<file path="src/fetch_core_defines.vh">
// Purpose: constants for the fetch, stack and interrupt control core
// Assumes: word-addressed program memory, byte-addressed data sram
// Notes: none
`ifndef FETCH_CORE_DEFINES_VH
`define FETCH_CORE_DEFINES_VH
`define PC_RESET 16'h0000
`define STACK_POINTER_RESET 16'h0000
`define STATUS_RESET 8'h00
`define WORD_RESET 16'h0000
`define BYTE_RESET 8'h00
`define STATUS_IE_BIT 7
`define IO_STACK_LO 6'h3D
`define IO_STACK_HI 6'h3E
`define IO_STATUS 6'h3F
`define VEC_BASE 16'h0000
`define VEC_STRIDE 16'h0002
`endif

</file>
<file path="src/fetch_core.v">
// Purpose: fetch pipeline, return stack and interrupt entry control
// Assumes: program word valid while its address stands, data sram write takes one cycle
// Notes: instruction decode lives outside; it raises call_req with a target
`timescale 1ns/1ps
`include "fetch_core_defines.vh"
module fetch_core #(
	parameter N_IRQ = 8
) (
	input wire clk_sys,
	input wire rst_n,
	output reg [15:0] prog_addr_reg,
	input wire [15:0] prog_data,
	output reg [15:0] instr_reg,
	output reg instr_valid_reg,
	input wire call_req,
	input wire [15:0] call_target,
	input wire jump_req,
	input wire [15:0] jump_target,
	input wire [N_IRQ-1:0] irq_pending,
	output reg [N_IRQ-1:0] irq_ack_reg,
	input wire io_we,
	input wire [5:0] io_addr,
	input wire [7:0] io_wdata,
	output reg [7:0] io_rdata_reg,
	output reg [15:0] data_addr_reg,
	output reg [7:0] data_wdata_reg,
	output reg data_we_reg
);
	localparam [1:0] ST_RUN = 2'h0;
	localparam [1:0] ST_PUSH_LO = 2'h1;
	localparam [1:0] ST_PUSH_HI = 2'h2;
	localparam [1:0] ST_FLUSH = 2'h3;
	localparam [1:0] IO_NONE = 2'h0;
	localparam [1:0] IO_LO = 2'h1;
	localparam [1:0] IO_HI = 2'h2;
	localparam [1:0] IO_STAT = 2'h3;

	reg [15:0] pc_reg;
	reg [15:0] pc_next;
	reg [15:0] prog_addr_next;
	reg [15:0] instr_next;
	reg instr_valid_next;
	reg [15:0] stack_pointer_reg;
	reg [15:0] stack_pointer_next;
	reg [7:0] status_reg;
	reg [7:0] status_next;
	reg [1:0] state_reg;
	reg [1:0] state_next;
	reg [15:0] ret_reg;
	reg [15:0] ret_next;
	reg [15:0] tgt_reg;
	reg [15:0] tgt_next;
	reg [N_IRQ-1:0] sel_reg;
	reg [N_IRQ-1:0] sel_next;
	reg irq_entry_reg;
	reg irq_entry_next;
	reg [N_IRQ-1:0] irq_ack_next;
	reg [7:0] io_rdata_next;
	reg [15:0] data_addr_next;
	reg [7:0] data_wdata_next;
	reg data_we_next;
	wire [N_IRQ-1:0] irq_grant;
	wire [N_IRQ:0] irq_seen;
	wire [15:0] irq_vector;
	wire irq_take;
	wire [1:0] io_wsel;
	genvar g;

	// maps an i/o offset onto one of the core's own byte registers
	function [1:0] io_decode;
		input [5:0] addr;
		begin
			case (addr)
				`IO_STACK_LO: io_decode = IO_LO;
				`IO_STACK_HI: io_decode = IO_HI;
				`IO_STATUS: io_decode = IO_STAT;
				default: io_decode = IO_NONE;
			endcase
		end
	endfunction

	// source k maps to base + k*stride; one-hot grant expected
	function [15:0] vector_of;
		input [N_IRQ-1:0] grant;
		integer k;
		reg [15:0] idx;
		begin
			vector_of = `VEC_BASE;
			idx = 16'h0000;
			for (k = 0; k < N_IRQ; k = k + 1) begin
				if (grant[k])
					vector_of = `VEC_BASE + `VEC_STRIDE * idx;
				idx = idx + 16'h0001;
			end
		end
	endfunction

	// a source wins only while no lower-numbered source is pending
	assign irq_seen[0] = 1'b0;
	generate
		for (g = 0; g < N_IRQ; g = g + 1) begin : g_prio
			assign irq_grant[g] = irq_pending[g] & ~irq_seen[g];
			assign irq_seen[g + 1] = irq_seen[g] | irq_pending[g];
		end
	endgenerate

	assign irq_vector = vector_of(irq_grant);
	// masked sources simply wait; entry only between instructions
	assign irq_take = (state_reg == ST_RUN) && status_reg[`STATUS_IE_BIT] && (|irq_pending);
	assign io_wsel = io_we ? io_decode(io_addr) : IO_NONE;

	// read data lags the address by one cycle
	always @* begin
		case (io_decode(io_addr))
			IO_LO: io_rdata_next = stack_pointer_reg[7:0];
			IO_HI: io_rdata_next = stack_pointer_reg[15:8];
			IO_STAT: io_rdata_next = status_reg;
			default: io_rdata_next = 8'h00;
		endcase
	end

	always @* begin
		pc_next = pc_reg;
		prog_addr_next = prog_addr_reg;
		instr_next = instr_reg;
		instr_valid_next = instr_valid_reg;
		stack_pointer_next = stack_pointer_reg;
		status_next = status_reg;
		state_next = state_reg;
		ret_next = ret_reg;
		tgt_next = tgt_reg;
		sel_next = sel_reg;
		irq_entry_next = irq_entry_reg;
		irq_ack_next = {N_IRQ{1'b0}};
		data_addr_next = data_addr_reg;
		data_wdata_next = data_wdata_reg;
		data_we_next = 1'b0;
		// software writes first; the sequencer below overrides them
		if (io_wsel == IO_LO)
			stack_pointer_next[7:0] = io_wdata;
		if (io_wsel == IO_HI)
			stack_pointer_next[15:8] = io_wdata;
		if (io_wsel == IO_STAT)
			status_next = io_wdata;
		case (state_reg)
			ST_RUN: begin
				// program bus runs alone; data bus stays free for the datapath
				if (irq_take || call_req) begin
					instr_valid_next = 1'b0;
					ret_next = pc_reg;
					tgt_next = irq_take ? irq_vector : call_target;
					sel_next = irq_take ? irq_grant : {N_IRQ{1'b0}};
					irq_entry_next = irq_take;
					state_next = ST_PUSH_LO;
				end else if (jump_req) begin
					instr_valid_next = 1'b0;
					pc_next = jump_target;
					prog_addr_next = jump_target;
					state_next = ST_FLUSH;
				end else begin
					// word at prog_addr is the instruction from the next edge on
					instr_next = prog_data;
					instr_valid_next = 1'b1;
					pc_next = prog_addr_reg;
					prog_addr_next = prog_addr_reg + 16'h0001;
				end
			end
			ST_PUSH_LO: begin
				// no bound check on the stack; software owns its placement
				data_addr_next = stack_pointer_reg;
				data_wdata_next = ret_reg[7:0];
				data_we_next = 1'b1;
				stack_pointer_next = stack_pointer_reg - 16'h0001;
				state_next = ST_PUSH_HI;
			end
			ST_PUSH_HI: begin
				data_addr_next = stack_pointer_reg;
				data_wdata_next = ret_reg[15:8];
				data_we_next = 1'b1;
				stack_pointer_next = stack_pointer_reg - 16'h0001;
				pc_next = tgt_reg;
				prog_addr_next = tgt_reg;
				if (irq_entry_reg) begin
					// hardware clear beats a software write in the same cycle
					status_next[`STATUS_IE_BIT] = 1'b0;
					irq_ack_next = sel_reg;
				end
				state_next = ST_FLUSH;
			end
			ST_FLUSH: begin
				// one bubble while the new target word settles
				state_next = ST_RUN;
			end
			default: begin
				state_next = ST_RUN;
			end
		endcase
	end

	always @(posedge clk_sys or negedge rst_n) begin
		if (!rst_n) begin
			pc_reg <= `PC_RESET;
			prog_addr_reg <= `PC_RESET;
			instr_reg <= `WORD_RESET;
			instr_valid_reg <= 1'b0;
			stack_pointer_reg <= `STACK_POINTER_RESET;
			status_reg <= `STATUS_RESET;
			state_reg <= ST_RUN;
			ret_reg <= `WORD_RESET;
			tgt_reg <= `WORD_RESET;
			sel_reg <= {N_IRQ{1'b0}};
			irq_entry_reg <= 1'b0;
			irq_ack_reg <= {N_IRQ{1'b0}};
			io_rdata_reg <= `BYTE_RESET;
			data_addr_reg <= `WORD_RESET;
			data_wdata_reg <= `BYTE_RESET;
			data_we_reg <= 1'b0;
		end else begin
			pc_reg <= pc_next;
			prog_addr_reg <= prog_addr_next;
			instr_reg <= instr_next;
			instr_valid_reg <= instr_valid_next;
			stack_pointer_reg <= stack_pointer_next;
			status_reg <= status_next;
			state_reg <= state_next;
			ret_reg <= ret_next;
			tgt_reg <= tgt_next;
			sel_reg <= sel_next;
			irq_entry_reg <= irq_entry_next;
			irq_ack_reg <= irq_ack_next;
			io_rdata_reg <= io_rdata_next;
			data_addr_reg <= data_addr_next;
			data_wdata_reg <= data_wdata_next;
			data_we_reg <= data_we_next;
		end
	end
endmodule

</file>
<file path="config.mk">
export PLATFORM = sky130hd
export DESIGN_NAME = fetch_core
export DESIGN_NICKNAME = d
export VERILOG_FILES = /design/src/fetch_core.v
export VERILOG_INCLUDE_DIRS = /design/src
export SDC_FILE = /design/constraint.sdc
export NUM_CORES = 1
export LEC_CHECK = 0
export BUFFER_PORTS_ARGS = -buffer_cell sky130_fd_sc_hd__buf_2
export CAP_MARGIN = 20
export CELL_PAD_IN_SITES_DETAIL_PLACEMENT = 2
export CELL_PAD_IN_SITES_GLOBAL_PLACEMENT = 2
export CORE_ASPECT_RATIO = 0.8
export CORE_MARGIN = 3
export CORE_UTILIZATION = 36
export DETAILED_ROUTE_END_ITERATION = 16
export PLACE_DENSITY_LB_ADDON = 0.1
export SLEW_MARGIN = 25
export SYNTH_ARGS = -nofsm -noshare
export SYNTH_HDL_FRONTEND = slang
export SYNTH_SLANG_ARGS = --single-unit
</file>
<file path="constraint.sdc">
create_clock -name clk_sys -period 2.71 [get_ports clk_sys]
set_input_delay 0.6775 -clock clk_sys [delete_from_list [all_inputs] [get_ports clk_sys]]
set_output_delay 0.6775 -clock clk_sys [all_outputs]
set_load 0.005 [all_outputs]
</file>
==> flow_summary.yaml, run 1 <==
global_routing:
  grt_usage_pct: 23.0
  grt_overflow_total: 0
  grt_antenna_before_repair: 1
  grt_pass1_vias: 6733
  grt_pass1_wl_mm: 40.7
  grt_max_degree: 68
cts:
  cts_tree: "done"
  htreeDepth: 4
  clk_latency_ns: 0.42
  clock-root-buffer: "clkbuf_16"
  clk_pin_slew_ns: 0.07
  cts_hold_buffers: 0
  cts.path.max_buffers: 2
  cts.sinks: 157
  post_cts_buffers: 0
  cts_buffers: 17
  cts_resized: 0
run_status:
  status: "finished clean"
finish:
  syn_to_final_growth_pct: 23.5
  drive_gt1_share_pct: 33.3
  final_util_pct: 46.1
  nNetsFinal: 910
  diodes: 0
detailed_routing:
  dr.pass1.iters: 4
  drt-total-wl_mm: 25.6
  vias: 6184
  routed_via_density: 5.58
  ant_nets: 0
  drtIter0Drc: 426
  drc_errors: 0
  wl_per_cell_microns: 23.1
sta:
  slew_viol_final: 0
  layout_min_cycle_time_ns: 2.35
  fin_crit_sh_pct: 86.8
  rsz0062_at_grt: "false"
  setup_tns_ns: 0
  worstMarginPinSlew_ns: 0.581
  fmaxAchievable_ghz: 0.425
  slew-limit-headroom_pct: 61.1
  hold_viol: 0
  finClkSkew_ns: 0.0101
  setup_viol: 0
hold_path:
  min_path_type: "in -> async"
critical_path:
  rr_startpoint: "state_reg[1]"
  rrSetupSlack_ns: 0.36
  critPathKind: "reg -> reg"
  cp-end-kind: "flop"
  crit_path_cell_trace: "inv_1 > ha_1 > buf_4 > nor3b_1 > nand4_1 > o21ai_0 > nor2_1"
  crit_slowest_cell: "o21ai_0"
  critPathMaxStageDelay_ns: 0.48
  crit_arrival_ns: 2.65
  timing.rr.end: "stack_pointer_reg[9]"
  worstSetupStartpointType: "flop"
  worstPathRequired_ns: 3.01
  reg2regPathDepth: 7
  worstPathMaxFanout: 24
die:
  fp.coreArea_sq_um: 20200
  dieHeight_microns: 135
  dieArea_sq_um: 22700
  io_pins: 149
  initial_core_util_pct: 37.3
  die_x_microns: 168
  rows: 46
run:
  cap_violations: 0
power_and_ir_drop:
  irDropWorstVdd_mv: 0.506
  pwr_density_cell_nw_per_um2: 1210
  p_leak_nw: 4.34
synth:
  synth_edf_count: 0
  ys_ff_latch: 157
  ys_types: 62
  netlist_top_cells_area: "dfrtp_1, mux2_2, mux2i_1"
  yosys.area.top_type_share_pct: 52.2
  async_flop_share_pct: 100
  synth_warnings: 0
  synth_flop_cell: "dfrtp_1"
  synth_cells: 682
  synth_nets: 761
  avgSynthCellArea_sq_um: 11.0
  yosysTopAreaCell: "dfrtp_1"
  ys_seq_area_share_pct: 52.2
  syn_area_sq_um: 7530
placement:
  io_buffer_count: 148
  place.gp.congestion: 0.858
  hpwlAfterDp_mm: 18.2
## cell type report
class	count	area, sq um
clock buffer	17	425
sequential	157	3930
fill	2114	10900
tap	264	330
multi-input combinational	453	3300
timing repair buffer	171	970
clock inverter	15	233
inverter	31	116
## how the worst max path moves through the flow
stage                                 to  cells after the start            from
floorplan                  instr_reg[10]                      5  irq_pending[1]
global placement           status_reg[4]                      4      io_addr[3]
detailed placement         status_reg[1]                      4      io_addr[3]
CTS                 stack_pointer_reg[9]                      7    state_reg[1]
global route        stack_pointer_reg[9]                      7    state_reg[0]
finish              stack_pointer_reg[9]                      7    state_reg[1]
## critical path: cells and delay by family (launching register included)
family | cells | cell delay [ns]
simple gates | 3 | 0.71
compound gates | 1 | 0.48
flops | 1 | 0.38
fa+ha+maj | 1 | 0.34
buf+inv | 2 | 0.32
## stage by stage
stage | instances | worst slack [ns] | total power [W] | cell area (sq um) | hold WS [ns]
2_1_floorplan | 682 | 0.424 | 0.00670 | 7530 | 0.382
4_1_cts | 1108 | 0.360 | 0.0114 | 9300 | 0.206
5_1_grt | 1108 | 0.225 | 0.0121 | 9300 | 0.223
3_3_place_gp | 1076 | 0.296 | 0.00824 | 8650 | 0.462
3_5_place_dp | 1076 | 0.249 | 0.00855 | 8650 | 0.464
6_report | 1108 | 0.357 | 0.0113 | 9300 | 0.197
## report_power, final
part,switching [W],internal [W]
sequential,0.000928,0.00331
clock,0.00107,0.00166
combinational,0.00234,0.00197
## cell usage in the layout, fill, tap and decap left out, types with 5 or more instances in the layout
cell	netlist	layout
a211o_1	5	5
a211oi_1	5	5
a21o_1	7	7
a21oi_1	36	36
a31oi_1	12	12
a41oi_1	9	9
and3_1	20	20
buf_2	8	147
buf_4	2	19
bufinv_16	0	5
clkbuf_16	0	17
dfrtp_1	157	157
inv_1	31	31
inv_6	0	5
mux2_2	68	68
mux2i_1	39	39
nand2_1	41	41
nand2b_1	9	9
nand3_1	11	11
nand4_1	10	10
nor2_1	41	41
nor3_1	13	13
o211ai_1	8	8
o21ai_0	30	30
o2bb2ai_1	9	9
o31ai_1	6	6
or3_1	5	5
## cell families after synthesis
group                    share of synthesized area [%]
flip-flops                                        52.2
XOR/XNOR                                         0.233
buffers and inverters                             4.04
multiplexers                                      15.4
AND/OR/NAND/NOR                                   13.4
AO/OA/AOI/OAI                                     14.2
adder cells (fa/ha/maj)                          0.665
## metal layers
layer / GRT usage (%) / routed length, microns
met2: 37.2 / 12200
met5: 0 / 7
met3: 3.85 / 1050
met1: 32.9 / 12200
met4: 4.82 / 212
## synthesized netlist by cell type (3+ instances only)
cell type / n
or4_1: 4
a41oi_1: 9
and3_1: 20
nand4_1: 10
and4_1: 3
a211oi_1: 5
or3_1: 5
a32o_1: 4
nand4b_1: 3
nor4_4: 3
nand3_1: 11
o2bb2ai_1: 9
a31oi_1: 12
mux2i_1: 39
o21ai_0: 30
ha_1: 4
o211ai_1: 8
o22ai_1: 4
nand2_1: 41
a21o_1: 7
nand2b_1: 9
buf_1: 4
a211o_1: 5
a22oi_1: 3
o31ai_1: 6
dfrtp_1: 157
clkbuf_1: 24
nor3_1: 13
mux2_2: 68
nor2b_1: 3
buf_2: 8
inv_1: 31
a21oi_1: 36
nor2_1: 41
(Power assumes the default switching activity.)
==> run 2, diff against run 1 <==
==> constraint.sdc (replaced) <==
create_clock -name clk_sys -period 2.71 [get_ports clk_sys]
set_input_delay 0.4065 -clock clk_sys [delete_from_list [all_inputs] [get_ports clk_sys]]
set_output_delay 0.4065 -clock clk_sys [all_outputs]
set_load 0.005 [all_outputs]
==> flow_summary.yaml, run 2 (same netlist as run 1, synthesis figures left out) <==
critical_path:
  critPathLaunch: "prog_addr_reg[0]"
  rr_startpoint: "prog_addr_reg[0]"
  rrSetupSlack_ns: 0.28
  worstPathMaxFanout: 6
  reg2regPathDepth: 5
  worstSetupStartpointType: "flop"
  critPathKind: "reg -> reg"
  timing.rr.end: "prog_addr_reg[12]"
  worstPathRequired_ns: 3.04
  crit_arrival_ns: 2.76
  cp-end-kind: "flop"
die:
  rows: 46
  die_x_microns: 168
  dieHeight_microns: 135
  dieArea_sq_um: 22700
  initial_core_util_pct: 37.3
  fp.coreArea_sq_um: 20200
  io_pins: 149
sta:
  fin_crit_sh_pct: 89.5
  slew-limit-headroom_pct: 53.0
  finClkSkew_ns: 0.00980
  layout_min_cycle_time_ns: 2.43
  worstMarginPinSlew_ns: 0.700
  setup_viol: 0
  rsz0062_at_grt: "false"
  hold_viol: 0
  slew_viol_final: 0
  fmaxAchievable_ghz: 0.412
  setup_tns_ns: 0
cts:
  post_cts_buffers: 0
  cts.sinks: 157
  clk_pin_slew_ns: 0.07
  cts_buffers: 17
  cts.path.max_buffers: 2
  cts_resized: 0
  cts_tree: "done"
  clk_latency_ns: 0.43
  clock-root-buffer: "clkbuf_16"
  htreeDepth: 4
finish:
  mostFrequentLayoutCells: "dfrtp_1, buf_2, mux2_2"
  drive_gt1_share_pct: 33.1
  syn_to_final_growth_pct: 22.3
  final_common_cell: "dfrtp_1"
  nNetsFinal: 910
  final_util_pct: 45.6
  diodes: 0
run_status:
  status: "finished clean"
global_routing:
  grt_pass1_vias: 6749
  grt_max_degree: 68
  grt_antenna_before_repair: 0
  grt_overflow_total: 0
  grt_usage_pct: 21.9
  grt_pass1_wl_mm: 39.3
detailed_routing:
  drt-total-wl_mm: 24.8
  wl_per_cell_microns: 22.4
  vias: 6184
  dr.pass1.iters: 5
  ant_nets: 0
  drtIter0Drc: 397
  drc_errors: 0
  routed_via_density: 5.58
hold_path:
  whs_path_depth: 2
  hold_start: "prog_data[3]"
  min_path_type: "in -> reg"
  min_to: "instr_reg[3]"
power_and_ir_drop:
  pwr_density_cell_nw_per_um2: 1180
  p_leak_nw: 4.30
  irDropWorstVdd_mv: 0.437
run:
  cap_violations: 0
placement:
  io_buffer_count: 148
  place.gp.congestion: 0.847
  hpwlAfterDp_mm: 18.1
-- run 2: layout make-up --
class                   instances  area (sq um)
clock buffers                  18           429
clock inverters                14           158
fillers                      2129         11000
inverters                      31           116
multi-input cells             453          3300
flip-flops and latches        157          3930
well taps                     264           330
repair buffers                171           947
-- run 2: worst max-delay path by stage --
stage / slack, ns / to
final: 0.28 / prog_addr_reg[12]
after global placement: 0.44 / prog_addr_reg[12]
after detailed placement: 0.30 / prog_addr_reg[12]
after floorplan: 0.69 / instr_reg[10]
after CTS: 0.29 / prog_addr_reg[12]
after global routing: 0.20 / prog_addr_reg[12]
-- run 2: where the power goes --
| part | switching [W] | total [W] | internal (W) |
|---|---|---|---|
| combinational | 0.00233 | 0.00428 | 0.00195 |
| sequential | 0.000906 | 0.00422 | 0.00331 |
| clock | 0.00104 | 0.00242 | 0.00138 |
| total | 0.00427 | 0.0109 | 0.00664 |
-- run 2: worst max-delay path, stage by stage (launching register included) --
cell and delay [ns]:
dfrtp_1 0.46, ha_1 0.29, nand4_1 0.29, or4b_1 0.65, or4_1 0.53, o211ai_1 0.12
-- run 2: timing repair --
| item | 4_1_cts | 5_1_grt |
|---|---|---|
| hold endpoints to repair | 54 | 0 |
| setup endpoints to repair | 0 | 0 |
| hold buffers | 1 | 0 |
-- run 2: per-layer routing --
metal | up-vias | part of all wire, % | track usage [%] | wire length, microns
li1 | 2807 | - | - | -
met2 | 127 | 47 | 35.2 | 11700
met1 | 3239 | 48 | 31.9 | 12000
met3 | 11 | 3.8 | 3.50 | 939
met4 | 0 | 0.66 | 4.04 | 163
met5 | - | 0 | 0 | 0
-- run 2: through the flow --
step	hold slack (ns)	power [W]	cells	setup slack (ns)	cell area (sq um)
floorplan	0.111	0.00670	682	0.695	7530
global placement	0.422	0.00820	1075	0.436	8610
detailed placement	0.431	0.00851	1075	0.295	8610
CTS	0.194	0.0110	1108	0.292	9210
global route	0.208	0.0117	1108	0.200	9210
finish	0.216	0.0109	1108	0.285	9210
==> run 3, diff against run 2 <==
--- a/config.mk
+++ b/config.mk
@@ -6,7 +6,7 @@
 export SDC_FILE = /design/constraint.sdc
 export NUM_CORES = 1
 export LEC_CHECK = 0
-export BUFFER_PORTS_ARGS = -buffer_cell sky130_fd_sc_hd__buf_2
+export BUFFER_PORTS_ARGS = -buffer_cell sky130_fd_sc_hd__buf_4
 export CAP_MARGIN = 20
 export CELL_PAD_IN_SITES_DETAIL_PLACEMENT = 2
 export CELL_PAD_IN_SITES_GLOBAL_PLACEMENT = 2
==> constraint.sdc (replaced) <==
create_clock -name clk_sys -period 2.25 [get_ports clk_sys]
set_input_delay 0.3375 -clock clk_sys [delete_from_list [all_inputs] [get_ports clk_sys]]
set_output_delay 0.3375 -clock clk_sys [all_outputs]
set_load 0.005 [all_outputs]
==> flow_summary.yaml, run 3 (same netlist as run 1, synthesis figures left out) <==
finish:
  diodes: 0
  fill_cells: 2095
  nNetsFinal: 931
  final_common_cell: "buf_4"
  drive_gt1_share_pct: 34.6
  mostFrequentLayoutCells: "buf_4, dfrtp_1, mux2_2"
  syn_to_final_growth_pct: 30.0
  fin_cells: 1127
power_and_ir_drop:
  pwr_density_cell_nw_per_um2: 1420
  irDropWorstVdd_mv: 0.603
  p_leak_nw: 4.52
die:
  rows: 46
  dieArea_sq_um: 22700
  fp.coreArea_sq_um: 20200
  initial_core_util_pct: 37.3
  dieHeight_microns: 135
  die_x_microns: 168
  io_pins: 149
placement:
  io_buffer_count: 148
  dp_cells: 1096
  place.gp.congestion: 0.868
  hpwlAfterDp_mm: 18.4
sta:
  hold_viol: 0
  fmaxAchievable_ghz: 0.474
  fin_crit_sh_pct: 93.8
  layout_min_cycle_time_ns: 2.11
  finClkSkew_ns: 0.00997
  rsz0062_at_grt: "false"
  slew-limit-headroom_pct: 63.7
  setup_tns_ns: 0
  worstMarginPinSlew_ns: 0.538
  slew_viol_final: 0
  setup_viol: 0
cts:
  htreeDepth: 4
  cts_tree: "done"
  clk_latency_ns: 0.42
  post_cts_buffers: 0
  cts_buffers: 17
  cts.sinks: 157
  clock-root-buffer: "clkbuf_16"
  clk_pin_slew_ns: 0.06
  cts.path.max_buffers: 2
global_routing:
  grt_pass1_vias: 6874
  grt_pass1_wl_mm: 40.5
  grt_overflow_total: 0
  grt_antenna_before_repair: 0
  grt_usage_pct: 22.8
  grt_max_degree: 60
hold_path:
  whs_path_depth: 2
  min_to: "instr_reg[1]"
  min_path_type: "in -> reg"
  hold_start: "prog_data[1]"
critical_path:
  worstPathRequired_ns: 2.57
  rrSetupSlack_ns: 0.14
  reg2regPathDepth: 6
  worstPathMaxFanout: 9
  worstSetupStartpointType: "flop"
  cp-end-kind: "flop"
  critPathKind: "reg -> reg"
  crit_arrival_ns: 2.43
  timing.rr.end: "prog_addr_reg[15]"
  rr_startpoint: "state_reg[0]"
detailed_routing:
  ant_nets: 0
  drtIter0Drc: 406
  drt-total-wl_mm: 25.5
  routed_via_density: 5.50
  vias: 6201
  drc_errors: 0
  wl_per_cell_microns: 22.6
  dr.pass1.iters: 4
run:
  cap_violations: 0
run_status:
  status: "finished clean"
==> run 3: layout make-up <==
| type | instances | area [sq um] | share of cell area [%] |
|---|---|---|---|
| clock buffer | 21 | 460 | 4.70 |
| clock inverter | 9 | 138 | 1.41 |
| inverter | 31 | 116 | 1.19 |
| multi-input combinational | 453 | 3310 | 33.8 |
| sequential | 157 | 3930 | 40.1 |
| tap | 264 | 330 | 3.37 |
| timing repair buffer | 192 | 1510 | 15.4 |
==> run 3: metal layers <==
layer / vias up / routed length [microns] / part of all wire (%) / global-route usage [%]
met5: - / 0 / 0 / 0
met4: 0 / 197 / 0.77 / 4.41
met3: 16 / 1090 / 4.3 / 3.33
met2: 146 / 11900 / 47 / 36.0
met1: 3190 / 12300 / 48 / 33.7
li1: 2849 / - / - / -
==> run 3: metrics by stage <==
step | cell area, sq um | hold WS (ns) | power, W | utilization, % | setup slack, ns
2_1_floorplan | 7530 | 0.0419 | 0.00807 | - | 0.266
3_3_place_gp | 9180 | 0.292 | 0.0105 | 45.4 | 0.171
3_5_place_dp | 9180 | 0.304 | 0.0109 | 45.4 | 0.0888
4_1_cts | 9780 | 0.134 | 0.0140 | 48.4 | 0.0214
5_1_grt | 9790 | 0.130 | 0.0148 | 48.5 | 0.0137
6_report | 9790 | 0.153 | 0.0139 | 48.5 | 0.140
==> run 3: repair_timing <==
| action | in CTS | in global routing |
|---|---|---|
| setup endpoints to repair | 0 | 21 |
| endpoints found under the hold margin | 46 | 0 |
| hold buffers | 1 | 0 |
| gates resized for setup | 0 | 2 |
==> run 3: worst max-delay path by stage <==
stage	from	end	slack, ns	cells after the start
floorplan	state_reg[0]	instr_reg[10]	0.27	7
global placement	state_reg[0]	prog_addr_reg[15]	0.17	6
detailed placement	irq_pending[1]	instr_reg[6]	0.09	6
CTS	state_reg[0]	prog_addr_reg[15]	0.02	6
global route	state_reg[1]	stack_pointer_reg[7]	0.01	6
finish	state_reg[0]	prog_addr_reg[15]	0.14	6
==> run 3: worst max-delay path, stage by stage (launching register included) <==
cell,delay [ns]
dfrtp_1,0.37
inv_1,0.11
ha_2,0.31
inv_1,0.16
or3_1,0.42
or4b_1,0.53
o211ai_1,0.11
==> run 3: where the power goes <==
| part | switching (W) | total (W) | internal, W |
|---|---|---|---|
| combinational | 0.00304 | 0.00590 | 0.00286 |
| sequential | 0.00101 | 0.00500 | 0.00399 |
| clock | 0.00116 | 0.00296 | 0.00180 |
| total | 0.00521 | 0.0139 | 0.00865 |
